`src/mct_pkg.sv`:
```
`default_nettype none
package mct_pkg;
    // ****************************************************************
    // Direct byte locations
    // ****************************************************************
    localparam logic [11:0] ADDR_COUNT_HIGH  = 12'hFA0;
    localparam logic [11:0] ADDR_COUNT_LOW   = 12'hFA1;
    localparam logic [11:0] ADDR_RELOAD_HIGH = 12'hFA2;
    localparam logic [11:0] ADDR_RELOAD_LOW  = 12'hFA3;
    localparam logic [11:0] ADDR_SUBADDRESS  = 12'hFA4;
    localparam logic [11:0] ADDR_PORT_ZERO   = 12'hFA5;
    localparam logic [11:0] ADDR_PORT_ONE    = 12'hFA6;
    localparam logic [11:0] ADDR_PORT_TWO    = 12'hFA7;

    // ****************************************************************
    // Subaddresses
    // ****************************************************************
    localparam int          SUB_W            = 3;
    localparam logic [2:0]  SUB_CONTROL      = 3'h0;
    localparam logic [2:0]  SUB_STATUS       = 3'h1;
    localparam logic [2:0]  SUB_CHANNEL_A    = 3'h2;
    localparam logic [2:0]  SUB_CHANNEL_D    = 3'h5;
    localparam int          CHANNELS         = 4;

    // ****************************************************************
    // Field positions and masks
    // ****************************************************************
    localparam int          CTL0_CYCLE_DONE  = 7;
    localparam int          CTL0_CHAN_STATUS = 6;
    localparam logic [7:0]  CTL0_WRITE_MASK  = 8'h27;
    localparam int          CTL1_RUN_ENABLE  = 7;
    localparam int          CTL1_MODE_UPDOWN = 5;
    localparam int          CHCTL_IMMEDIATE  = 5;
    localparam logic [7:0]  STATUS1_MASK     = 8'h0F;

    // ****************************************************************
    // Reset values and the count step
    // ****************************************************************
    localparam logic [15:0] COUNT_RESET      = 16'h0000;
    localparam logic [15:0] RELOAD_RESET     = 16'hFFFF;
    localparam logic [7:0]  BYTE_RESET       = 8'h00;
    localparam logic [15:0] COUNT_ONE        = 16'h0001;
endpackage
`default_nettype wire

```
`src/compare_channel.sv`:
```
`timescale 1ns/1ns
`default_nettype none
// ********************************************************************
// One capture/compare channel: written bytes and the active value
// ********************************************************************
module compare_channel (
    input  wire logic        clk,          // System clock
    input  wire logic        rst,          // Synchronous reset
    input  wire logic        write_high,   // Write compare high byte
    input  wire logic        write_low,    // Write compare low byte
    input  wire logic [7:0]  wdata,        // Write data
    input  wire logic        immediate,    // Immediate-update bit
    input  wire logic        apply,        // End of cycle or timer disabled
    output logic      [15:0] written_reg,  // Value as software wrote it
    output logic      [15:0] active_reg    // Value the compare uses
);
    logic [15:0] written_next;
    logic        pending_reg;
    logic        pending_next;
    logic        any_write;

    assign any_write    = write_high | write_low;
    assign written_next = {write_high ? wdata : written_reg[15:8],
                           write_low  ? wdata : written_reg[7:0]};
    assign pending_next = (pending_reg | any_write) & ~apply & ~immediate;

    always_ff @(posedge clk) begin
        if (rst) begin
            written_reg <= mct_pkg::COUNT_RESET;
            active_reg  <= mct_pkg::COUNT_RESET;
            pending_reg <= 1'b0;
        end else begin
            written_reg <= written_next;
            pending_reg <= pending_next;
            if (any_write && immediate) begin
                active_reg <= written_next;
            end else if (apply && (pending_reg || any_write)) begin
                active_reg <= written_next;
            end
        end
    end
endmodule
`default_nettype wire

```
`src/multichannel_timer_reg_access.sv`:
```
// The address-and-strobe port was left to the implementer.
`timescale 1ns/1ns
`default_nettype none
module multichannel_timer_reg_access (
    input  wire logic        clk,                 // System clock, 100 MHz
    input  wire logic        rst,                 // Synchronous reset
    input  wire logic [11:0] addr,                // Register byte address
    input  wire logic [7:0]  wdata,               // Write data
    input  wire logic        wr,                  // Write strobe
    input  wire logic        rd,                  // Read strobe
    input  wire logic        count_tick,          // Clock source active
    input  wire logic [3:0]  channel_event,       // Channel event pulses
    output logic      [7:0]  rdata,               // Read data, next cycle
    output logic      [15:0] count_value,         // Live count
    output logic      [15:0] reload_value,        // Active reload
    output logic      [7:0]  timer_control_zero,  // Control zero
    output logic      [7:0]  timer_control_one,   // Control one
    output logic      [31:0] channel_control,     // Channel controls D..A
    output logic      [63:0] compare_value,       // Active compares D..A
    output logic             cycle_end            // End of count cycle
);
    // ****************************************************************
    // Address decode
    // ****************************************************************
    logic       wr_cnt_hi;
    logic       wr_cnt_lo;
    logic       wr_rld_hi;
    logic       wr_rld_lo;
    logic       wr_sub;
    logic       wr_p0;
    logic       wr_p1;
    logic       wr_p2;
    logic       rd_cnt_hi;
    logic [2:0] sub;
    logic       sub_chan;
    logic [1:0] chan_idx;
    logic [2:0] chan_off;

    assign wr_cnt_hi = wr && addr == mct_pkg::ADDR_COUNT_HIGH;
    assign wr_cnt_lo = wr && addr == mct_pkg::ADDR_COUNT_LOW;
    assign wr_rld_hi = wr && addr == mct_pkg::ADDR_RELOAD_HIGH;
    assign wr_rld_lo = wr && addr == mct_pkg::ADDR_RELOAD_LOW;
    assign wr_sub    = wr && addr == mct_pkg::ADDR_SUBADDRESS;
    assign wr_p0     = wr && addr == mct_pkg::ADDR_PORT_ZERO;
    assign wr_p1     = wr && addr == mct_pkg::ADDR_PORT_ONE;
    assign wr_p2     = wr && addr == mct_pkg::ADDR_PORT_TWO;
    assign rd_cnt_hi = rd && addr == mct_pkg::ADDR_COUNT_HIGH;

    logic [7:0] subaddress_reg;
    assign sub      = subaddress_reg[mct_pkg::SUB_W-1:0];
    assign sub_chan = sub >= mct_pkg::SUB_CHANNEL_A &&
                      sub <= mct_pkg::SUB_CHANNEL_D;
    assign chan_off = sub - mct_pkg::SUB_CHANNEL_A;
    assign chan_idx = chan_off[1:0];

    // ****************************************************************
    // Control and status
    // ****************************************************************
    logic       run_enable;
    logic       updown;
    logic [7:0] status_zero_reg;
    logic [7:0] status_one_reg;
    logic [7:0] status_one_next;
    logic [7:0] ctl0_next;
    logic       done_bit;
    logic       cycle_next;
    logic [7:0] ctl0_masked;
    logic       wr_ctl0;
    logic       wr_st1;
    logic       apply;

    assign run_enable = timer_control_one[mct_pkg::CTL1_RUN_ENABLE];
    assign updown     = timer_control_one[mct_pkg::CTL1_MODE_UPDOWN];
    assign wr_ctl0    = wr_p0 && sub == mct_pkg::SUB_CONTROL;
    assign wr_st1     = wr_p1 && sub == mct_pkg::SUB_STATUS;
    assign apply      = cycle_next | ~run_enable;

    // Event set wins over a write-one clear in the same cycle
    assign status_one_next = run_enable ?
        (((status_one_reg & ~(wr_st1 ? wdata : mct_pkg::BYTE_RESET))
          | {4'h0, channel_event}) & mct_pkg::STATUS1_MASK) :
        mct_pkg::BYTE_RESET;

    assign done_bit = run_enable &&
        (cycle_next || (timer_control_zero[mct_pkg::CTL0_CYCLE_DONE] &&
         !(wr_ctl0 && wdata[mct_pkg::CTL0_CYCLE_DONE])));
    assign ctl0_masked = (wr_ctl0 ? wdata : timer_control_zero) &
                         mct_pkg::CTL0_WRITE_MASK;
    assign ctl0_next   = {done_bit, |status_one_next,
                          ctl0_masked[mct_pkg::CTL0_CHAN_STATUS-1:0]};

    // ****************************************************************
    // Counter
    // ****************************************************************
    logic        count_down_reg;
    logic        at_top;
    logic [15:0] step_value;
    logic [15:0] count_next;
    logic        down_next;
    logic        counting;

    assign counting = run_enable & count_tick;
    assign at_top   = count_value >= reload_value;
    assign cycle_next = counting && (updown ?
        (count_down_reg && count_value == mct_pkg::COUNT_ONE) : at_top);

    always_comb begin
        step_value = count_value;
        down_next  = count_down_reg;
        if (!updown) begin
            step_value = at_top ? mct_pkg::COUNT_RESET :
                         count_value + mct_pkg::COUNT_ONE;
            down_next  = 1'b0;
        end else if (count_down_reg) begin
            if (count_value == mct_pkg::COUNT_RESET) begin
                down_next = 1'b0;
            end else begin
                step_value = count_value - mct_pkg::COUNT_ONE;
                down_next  = count_value != mct_pkg::COUNT_ONE;
            end
        end else if (at_top) begin
            if (reload_value != mct_pkg::COUNT_RESET) begin
                step_value = count_value - mct_pkg::COUNT_ONE;
                down_next  = 1'b1;
            end
        end else begin
            step_value = count_value + mct_pkg::COUNT_ONE;
        end
    end

    // Disabled timer holds the count; count byte writes still load it
    assign count_next = {wr_cnt_hi ? wdata :
                         counting  ? step_value[15:8] :
                         count_value[15:8],
                         wr_cnt_lo ? wdata :
                         counting  ? step_value[7:0] :
                         count_value[7:0]};

    // ****************************************************************
    // Reload staging
    // ****************************************************************
    logic [7:0]  reload_hold_reg;
    logic [15:0] reload_stage_reg;
    logic        reload_pend_reg;

    // ****************************************************************
    // Channels
    // ****************************************************************
    logic [63:0] written_flat;
    logic [63:0] active_flat;

    genvar g;
    generate
        for (g = 0; g < mct_pkg::CHANNELS; g = g + 1) begin : gen_ch
            compare_channel u_chan (
                .clk         (clk),
                .rst         (rst),
                .write_high  (wr_p0 && sub_chan && chan_idx == g),
                .write_low   (wr_p1 && sub_chan && chan_idx == g),
                .wdata       (wdata),
                .immediate   (channel_control[8*g+mct_pkg::CHCTL_IMMEDIATE]),
                .apply       (apply),
                .written_reg (written_flat[16*g+15:16*g]),
                .active_reg  (active_flat[16*g+15:16*g])
            );
        end
    endgenerate

    // ****************************************************************
    // Read select
    // ****************************************************************
    logic [7:0]  count_latch_reg;
    logic [15:0] sel_written;
    logic [7:0]  sel_control;
    logic [7:0]  port0_data;
    logic [7:0]  port1_data;
    logic [7:0]  port2_data;
    logic [7:0]  rdata_next;

    assign sel_written = written_flat[{chan_idx, 4'h0} +: 16];
    assign sel_control = channel_control[{chan_idx, 3'h0} +: 8];

    assign port0_data = sub == mct_pkg::SUB_CONTROL ? timer_control_zero :
                        sub == mct_pkg::SUB_STATUS  ? status_zero_reg :
                        sub_chan ? sel_written[15:8] :
                        mct_pkg::BYTE_RESET;
    assign port1_data = sub == mct_pkg::SUB_CONTROL ? timer_control_one :
                        sub == mct_pkg::SUB_STATUS  ? status_one_reg :
                        sub_chan ? sel_written[7:0] :
                        mct_pkg::BYTE_RESET;
    assign port2_data = sub_chan ? sel_control :
                        mct_pkg::BYTE_RESET;

    always_comb begin
        unique case (addr)
            mct_pkg::ADDR_COUNT_HIGH:  rdata_next = count_value[15:8];
            mct_pkg::ADDR_COUNT_LOW:   rdata_next = run_enable ?
                count_latch_reg :
                count_value[7:0];
            mct_pkg::ADDR_RELOAD_HIGH: rdata_next = reload_value[15:8];
            mct_pkg::ADDR_RELOAD_LOW:  rdata_next = reload_value[7:0];
            mct_pkg::ADDR_SUBADDRESS:  rdata_next = subaddress_reg;
            mct_pkg::ADDR_PORT_ZERO:   rdata_next = port0_data;
            mct_pkg::ADDR_PORT_ONE:    rdata_next = port1_data;
            mct_pkg::ADDR_PORT_TWO:    rdata_next = port2_data;
            default:                   rdata_next = mct_pkg::BYTE_RESET;
        endcase
    end

    // ****************************************************************
    // Registers
    // ****************************************************************
    always_ff @(posedge clk) begin
        if (rst) begin
            rdata              <= mct_pkg::BYTE_RESET;
            count_value        <= mct_pkg::COUNT_RESET;
            count_down_reg     <= 1'b0;
            count_latch_reg    <= mct_pkg::BYTE_RESET;
            cycle_end          <= 1'b0;
            subaddress_reg     <= mct_pkg::BYTE_RESET;
            timer_control_zero <= mct_pkg::BYTE_RESET;
            timer_control_one  <= mct_pkg::BYTE_RESET;
            status_zero_reg    <= mct_pkg::BYTE_RESET;
            status_one_reg     <= mct_pkg::BYTE_RESET;
            channel_control    <= '0;
            compare_value      <= '0;
        end else begin
            rdata          <= rd ? rdata_next : mct_pkg::BYTE_RESET;
            count_value    <= count_next;
            count_down_reg <= counting ? down_next : count_down_reg;
            cycle_end      <= cycle_next;
            compare_value  <= active_flat;
            if (rd_cnt_hi && run_enable) begin
                count_latch_reg <= count_value[7:0];
            end
            if (wr_sub) begin
                subaddress_reg <= wdata;
            end
            timer_control_zero <= ctl0_next;
            status_one_reg     <= status_one_next;
            if (wr_p1 && sub == mct_pkg::SUB_CONTROL) begin
                timer_control_one <= wdata;
            end
            if (wr_p0 && sub == mct_pkg::SUB_STATUS) begin
                status_zero_reg <= wdata;
            end
            if (wr_p2 && sub_chan) begin
                channel_control[{chan_idx, 3'h0} +: 8] <= wdata;
            end
        end
    end

    always_ff @(posedge clk) begin
        if (rst) begin
            reload_hold_reg  <= mct_pkg::RELOAD_RESET[15:8];
            reload_stage_reg <= mct_pkg::RELOAD_RESET;
            reload_pend_reg  <= 1'b0;
            reload_value     <= mct_pkg::RELOAD_RESET;
        end else begin
            if (wr_rld_hi) begin
                reload_hold_reg <= wdata;
            end
            if (wr_rld_lo && !run_enable) begin
                reload_value    <= {reload_hold_reg, wdata};
                reload_pend_reg <= 1'b0;
            end else if (wr_rld_lo) begin
                reload_stage_reg <= {reload_hold_reg, wdata};
                reload_pend_reg  <= 1'b1;
            end else if (reload_pend_reg && apply) begin
                reload_value    <= reload_stage_reg;
                reload_pend_reg <= 1'b0;
            end
        end
    end
endmodule
`default_nettype wire

```
`config.mk`:
```
export PLATFORM = sky130hd
export DESIGN_NAME = multichannel_timer_reg_access
export DESIGN_NICKNAME = d
export VERILOG_FILES = /design/src/mct_pkg.sv /design/src/compare_channel.sv /design/src/multichannel_timer_reg_access.sv
export SDC_FILE = /design/constraint.sdc
export NUM_CORES = 1
export LEC_CHECK = 0
export BUFFER_PORTS_ARGS = -buffer_cell sky130_fd_sc_hd__buf_4
export CAP_MARGIN = 10
export CORE_MARGIN = 5
export CORE_UTILIZATION = 60
export CTS_BUF_LIST = sky130_fd_sc_hd__clkbuf_2 sky130_fd_sc_hd__clkbuf_4 sky130_fd_sc_hd__clkbuf_8
export CTS_CLUSTER_SIZE = 8
export DETAILED_ROUTE_END_ITERATION = 12
export PLACE_DENSITY = 0.79
export SLEW_MARGIN = 25
export SYNTH_ARGS = -nofsm -noshare
export SYNTH_HDL_FRONTEND = slang
export SYNTH_SLANG_ARGS = --single-unit
```
`constraint.sdc`:
```
create_clock -name clk -period 4.3 [get_ports clk]
set_input_delay 0.86 -clock clk [delete_from_list [all_inputs] [get_ports clk]]
set_output_delay 0.86 -clock clk [all_outputs]
set_load 0.01 [all_outputs]
```
==> run_results.csv <==
group,metric,value,unit
finish,nets,1717,
logic_synthesis,synth_edf_count,0,
timing,finalHoldViolations,0,
finish,fin_util,0.7236,
logic_synthesis,yosysSeqAreaShare,0.4654,
pwr,power_frac_comb,0.023,
timing,setup_violations,0,
timing,clock_skew,0.03888,ns
global_routing,grt_pass1_wl,68410,um
logic_synthesis,synth_most_common_cell,"dfxtp_1",
finish,instances_no_fill,2011,
timing,min_period,3.650,ns
logic_synthesis,synth_flop_cell,"dfxtp_1",
worst_setup_path,crit_path_end_kind,"flop",
global_routing,grt_busiest_layer,"met2",
flow_run,drv_cap,0,
floorplanning,num_rows,56,
logic_synthesis,ys_types,80,
detailed_routing,via_per_inst,6.207,
global_routing,grt_antenna_before_repair,0,
logic_synthesis,syn_inst,1503,
cts,numCtsBuffers,53,
logic_synthesis,synth_top_area_frac,0.4654,
cts,cts_tree,"yes",
logic_synthesis,synth_area,14500,um^2
finish,drive_above_1_share,0.2417,
hold_path,worstHoldPathType,"reg -> reg",
cts,clock_latency,0.60,ns
pwr,swShare,0.2226,
global_routing,grtUsageMet3,0.06528,
finish,fill_cells,1762,
placed_design,place_congestion,0.9767,
run_status,status,"complete, no violations",
global_routing,grt_max_degree,132,
global_routing,overflow,0,
logic_synthesis,synthTopCellsByArea,"dfxtp_1 (47%), mux2i_1 (6.8%), nor2_1 (3.8%), mux4_2 (3.7%), nand2_1 (3.7%)",
worst_setup_path,slowest_stage,"and2_1",
worst_setup_path,path_max_fanout,14,
timing,fin_crit_sh,0.8489,
detailed_routing,drt_iter0_drc,1227,
cts,clock-sinks,337,
pwr,power_frac_seq,0.529,
timing,slew_violations,0,
worst_setup_path,slowest_delay,0.62,ns
worst_setup_path,crit_type,"reg -> reg",
detailed_routing,first_pass_iters,5,
pwr,internal_power,4.586,mW
cts,hold_buffers,0,
floorplanning,boundaryPins,182,
floorplanning,die_y,165.4,um
worst_setup_path,crit_path_cell_trace,"inv_1 -> ha_1 -> nand2b_1 -> a2111o_1 -> a32o_1 -> o21ai_1 -> and2_1 -> a211oi_1 -> a2111oi_0",
pwr,power_density,345.3,nW/um^2
cts,htreeDepth,2,
placed_design,portBuffers,179,
floorplanning,die_w,165.4,um
worst_setup_path,arrival,4.08,ns
cts,cts-resized-gates,0,
cts,cts_root_buf,"clkbuf_8",
global_routing,use_met1,0.3909,
pwr,leakagePower,7.542,nW
floorplanning,coreArea,23610,um^2
finish,final-seq-area,6746,um^2
floorplanning,die_area,27370,um^2
logic_synthesis,avgSynthCellArea,9.644,um^2
pwr,power.switching,1.313,mW
cts,cts_buffer_depth,3,
global_routing,grt_pass1_vias,12150,
global_routing,grt_usage,0.3213,
logic_synthesis,ys_async_sr_fraction,0,
logic_synthesis,synth_largest_area_cell,"dfxtp_1",
timing,worst_hold_slack,0.4583,ns
pwr,p_clk_frac,0.448,
timing,tightest_slew,0.9849,ns
timing,fmax,274.0,MHz
pwr,ir_drop,337.8,uV
cts,postCtsSetupBuffers,0,
finish,antenna_cells,0,
finish,multiInputGateArea,7117,um^2
timing,rsz0062_at_grt,"false",
detailed_routing,drc,0,
floorplanning,start_util,0.6139,
worst_setup_path,crit_required,4.73,ns
worst_setup_path,start_kind,"flop",
logic_synthesis,ys_seq_elements,337,
detailed_routing,finalWirelength,45000,um
finish,area_delta_synth_final,17.87,%
detailed_routing,vias,12480,
placed_design,hpwlAfterDp,30820,um
logic_synthesis,yosysWarnings,0,
cts,cts.clk_slew.worst_paths,0.06,ns
timing,slew_headroom,0.3264,
timing,totalNegativeSetupSlack,0,ns
global_routing,use_met2,0.5336,
pwr,total_power,5.900,mW
detailed_routing,ant_nets,0,
placed_design,dp.cells,1927,
detailed_routing,wire_per_inst,22.38,um
logic_synthesis,synth_common_cells,"dfxtp_1 (337), nor2_1 (147), nand2_1 (141), mux2i_1 (98), nand3_1 (95)",
-- cell type report --
type                       instances  area share
clock buffer                      79     0.05668
clock inverter                     5    0.003222
inverter                          29    0.006371
multi-input combinational       1019      0.4166
sequential                       337      0.3949
tap                              319     0.02336
timing repair buffer             223     0.09894
-- path summary, 6_finish.rpt --
kind | start | to | slack, ns | depth (start not counted)
worst min register to register | subaddress_reg[3] | subaddress_reg[3] | 0.46 | 2
worst max-delay path | count_value[0] | count_value[6] | 0.65 | 9
worst max register to register | count_value[0] | count_value[6] | 0.65 | 9
worst min-delay path | subaddress_reg[3] | subaddress_reg[3] | 0.46 | 2
-- power by group through the flow --
stage | Clock [mW] | Sequential [mW] | Combinational, mW
after floorplan | 0 | 3.19 | 0.0707
after global placement | 0 | 3.19 | 0.131
after detailed placement | 0 | 3.19 | 0.130
after CTS | 2.67 | 3.12 | 0.131
after global routing | 2.82 | 3.12 | 0.140
final | 2.64 | 3.12 | 0.136
-- cell families (layout without fill, tap and decap cells) --
group | after synthesis | in the layout | synth area share
simple gates | 571 | 571 | 0.1924
mux | 192 | 192 | 0.1671
fa+ha+maj | 25 | 25 | 0.02158
other cells | 1 | 2 | 0.0002587
compound gates | 228 | 228 | 0.1080
flops | 337 | 337 | 0.4654
xor+xnor | 1 | 1 | 0.0006043
buf+inv | 148 | 336 | 0.04463
-- metal layers --
metal	up-vias	wire [um]
met3	152	4410
met4	0	2493
met5	-	0
met2	716	21430
li1	5676	-
met1	5939	16670
-- metrics by stage --
| stage | area, um^2 | setup slack [ns] |
|---|---|---|
| 2_1_floorplan | 14500 | 0.6417 |
| 3_3_place_gp | 16060 | 0.9253 |
| 3_5_place_dp | 16060 | 0.8748 |
| 4_1_cts | 17090 | 0.7485 |
| 5_1_grt | 17090 | 0.6152 |
| 6_report | 17090 | 0.6499 |
-- cell usage in the layout, fill, tap and decap left out, types with 5 or more instances in the layout --
cell       count
a2111oi_0      6
a211oi_1       6
a21oi_1       77
a221o_1       10
a222oi_1      14
a22oi_1        6
a31oi_1       25
and2_1         5
and3_1        13
buf_4        221
clkbuf_4      19
clkbuf_8      60
dfxtp_1      337
ha_1          25
inv_1         27
mux2_1        10
mux2_2        30
mux2_4        30
mux2i_1       98
mux4_2        24
nand2_1      141
nand3_1       95
nand4_1       11
nor2_1       147
nor2b_1       71
nor3_1        36
nor3b_1        6
nor4_1        13
o211ai_1      15
o21ai_0       14
o22ai_1        8
-- critical path: cells and delay by family (launching register included) --
family / cells / cell delay, ns
adders and majority gates: 1 / 0.32
DFF: 1 / 0.43
AOI/OAI and AO/OA: 5 / 1.79
and+or+nand+nor: 2 / 0.78
buffers and inverters: 1 / 0.19
(Power assumes the default switching activity.)
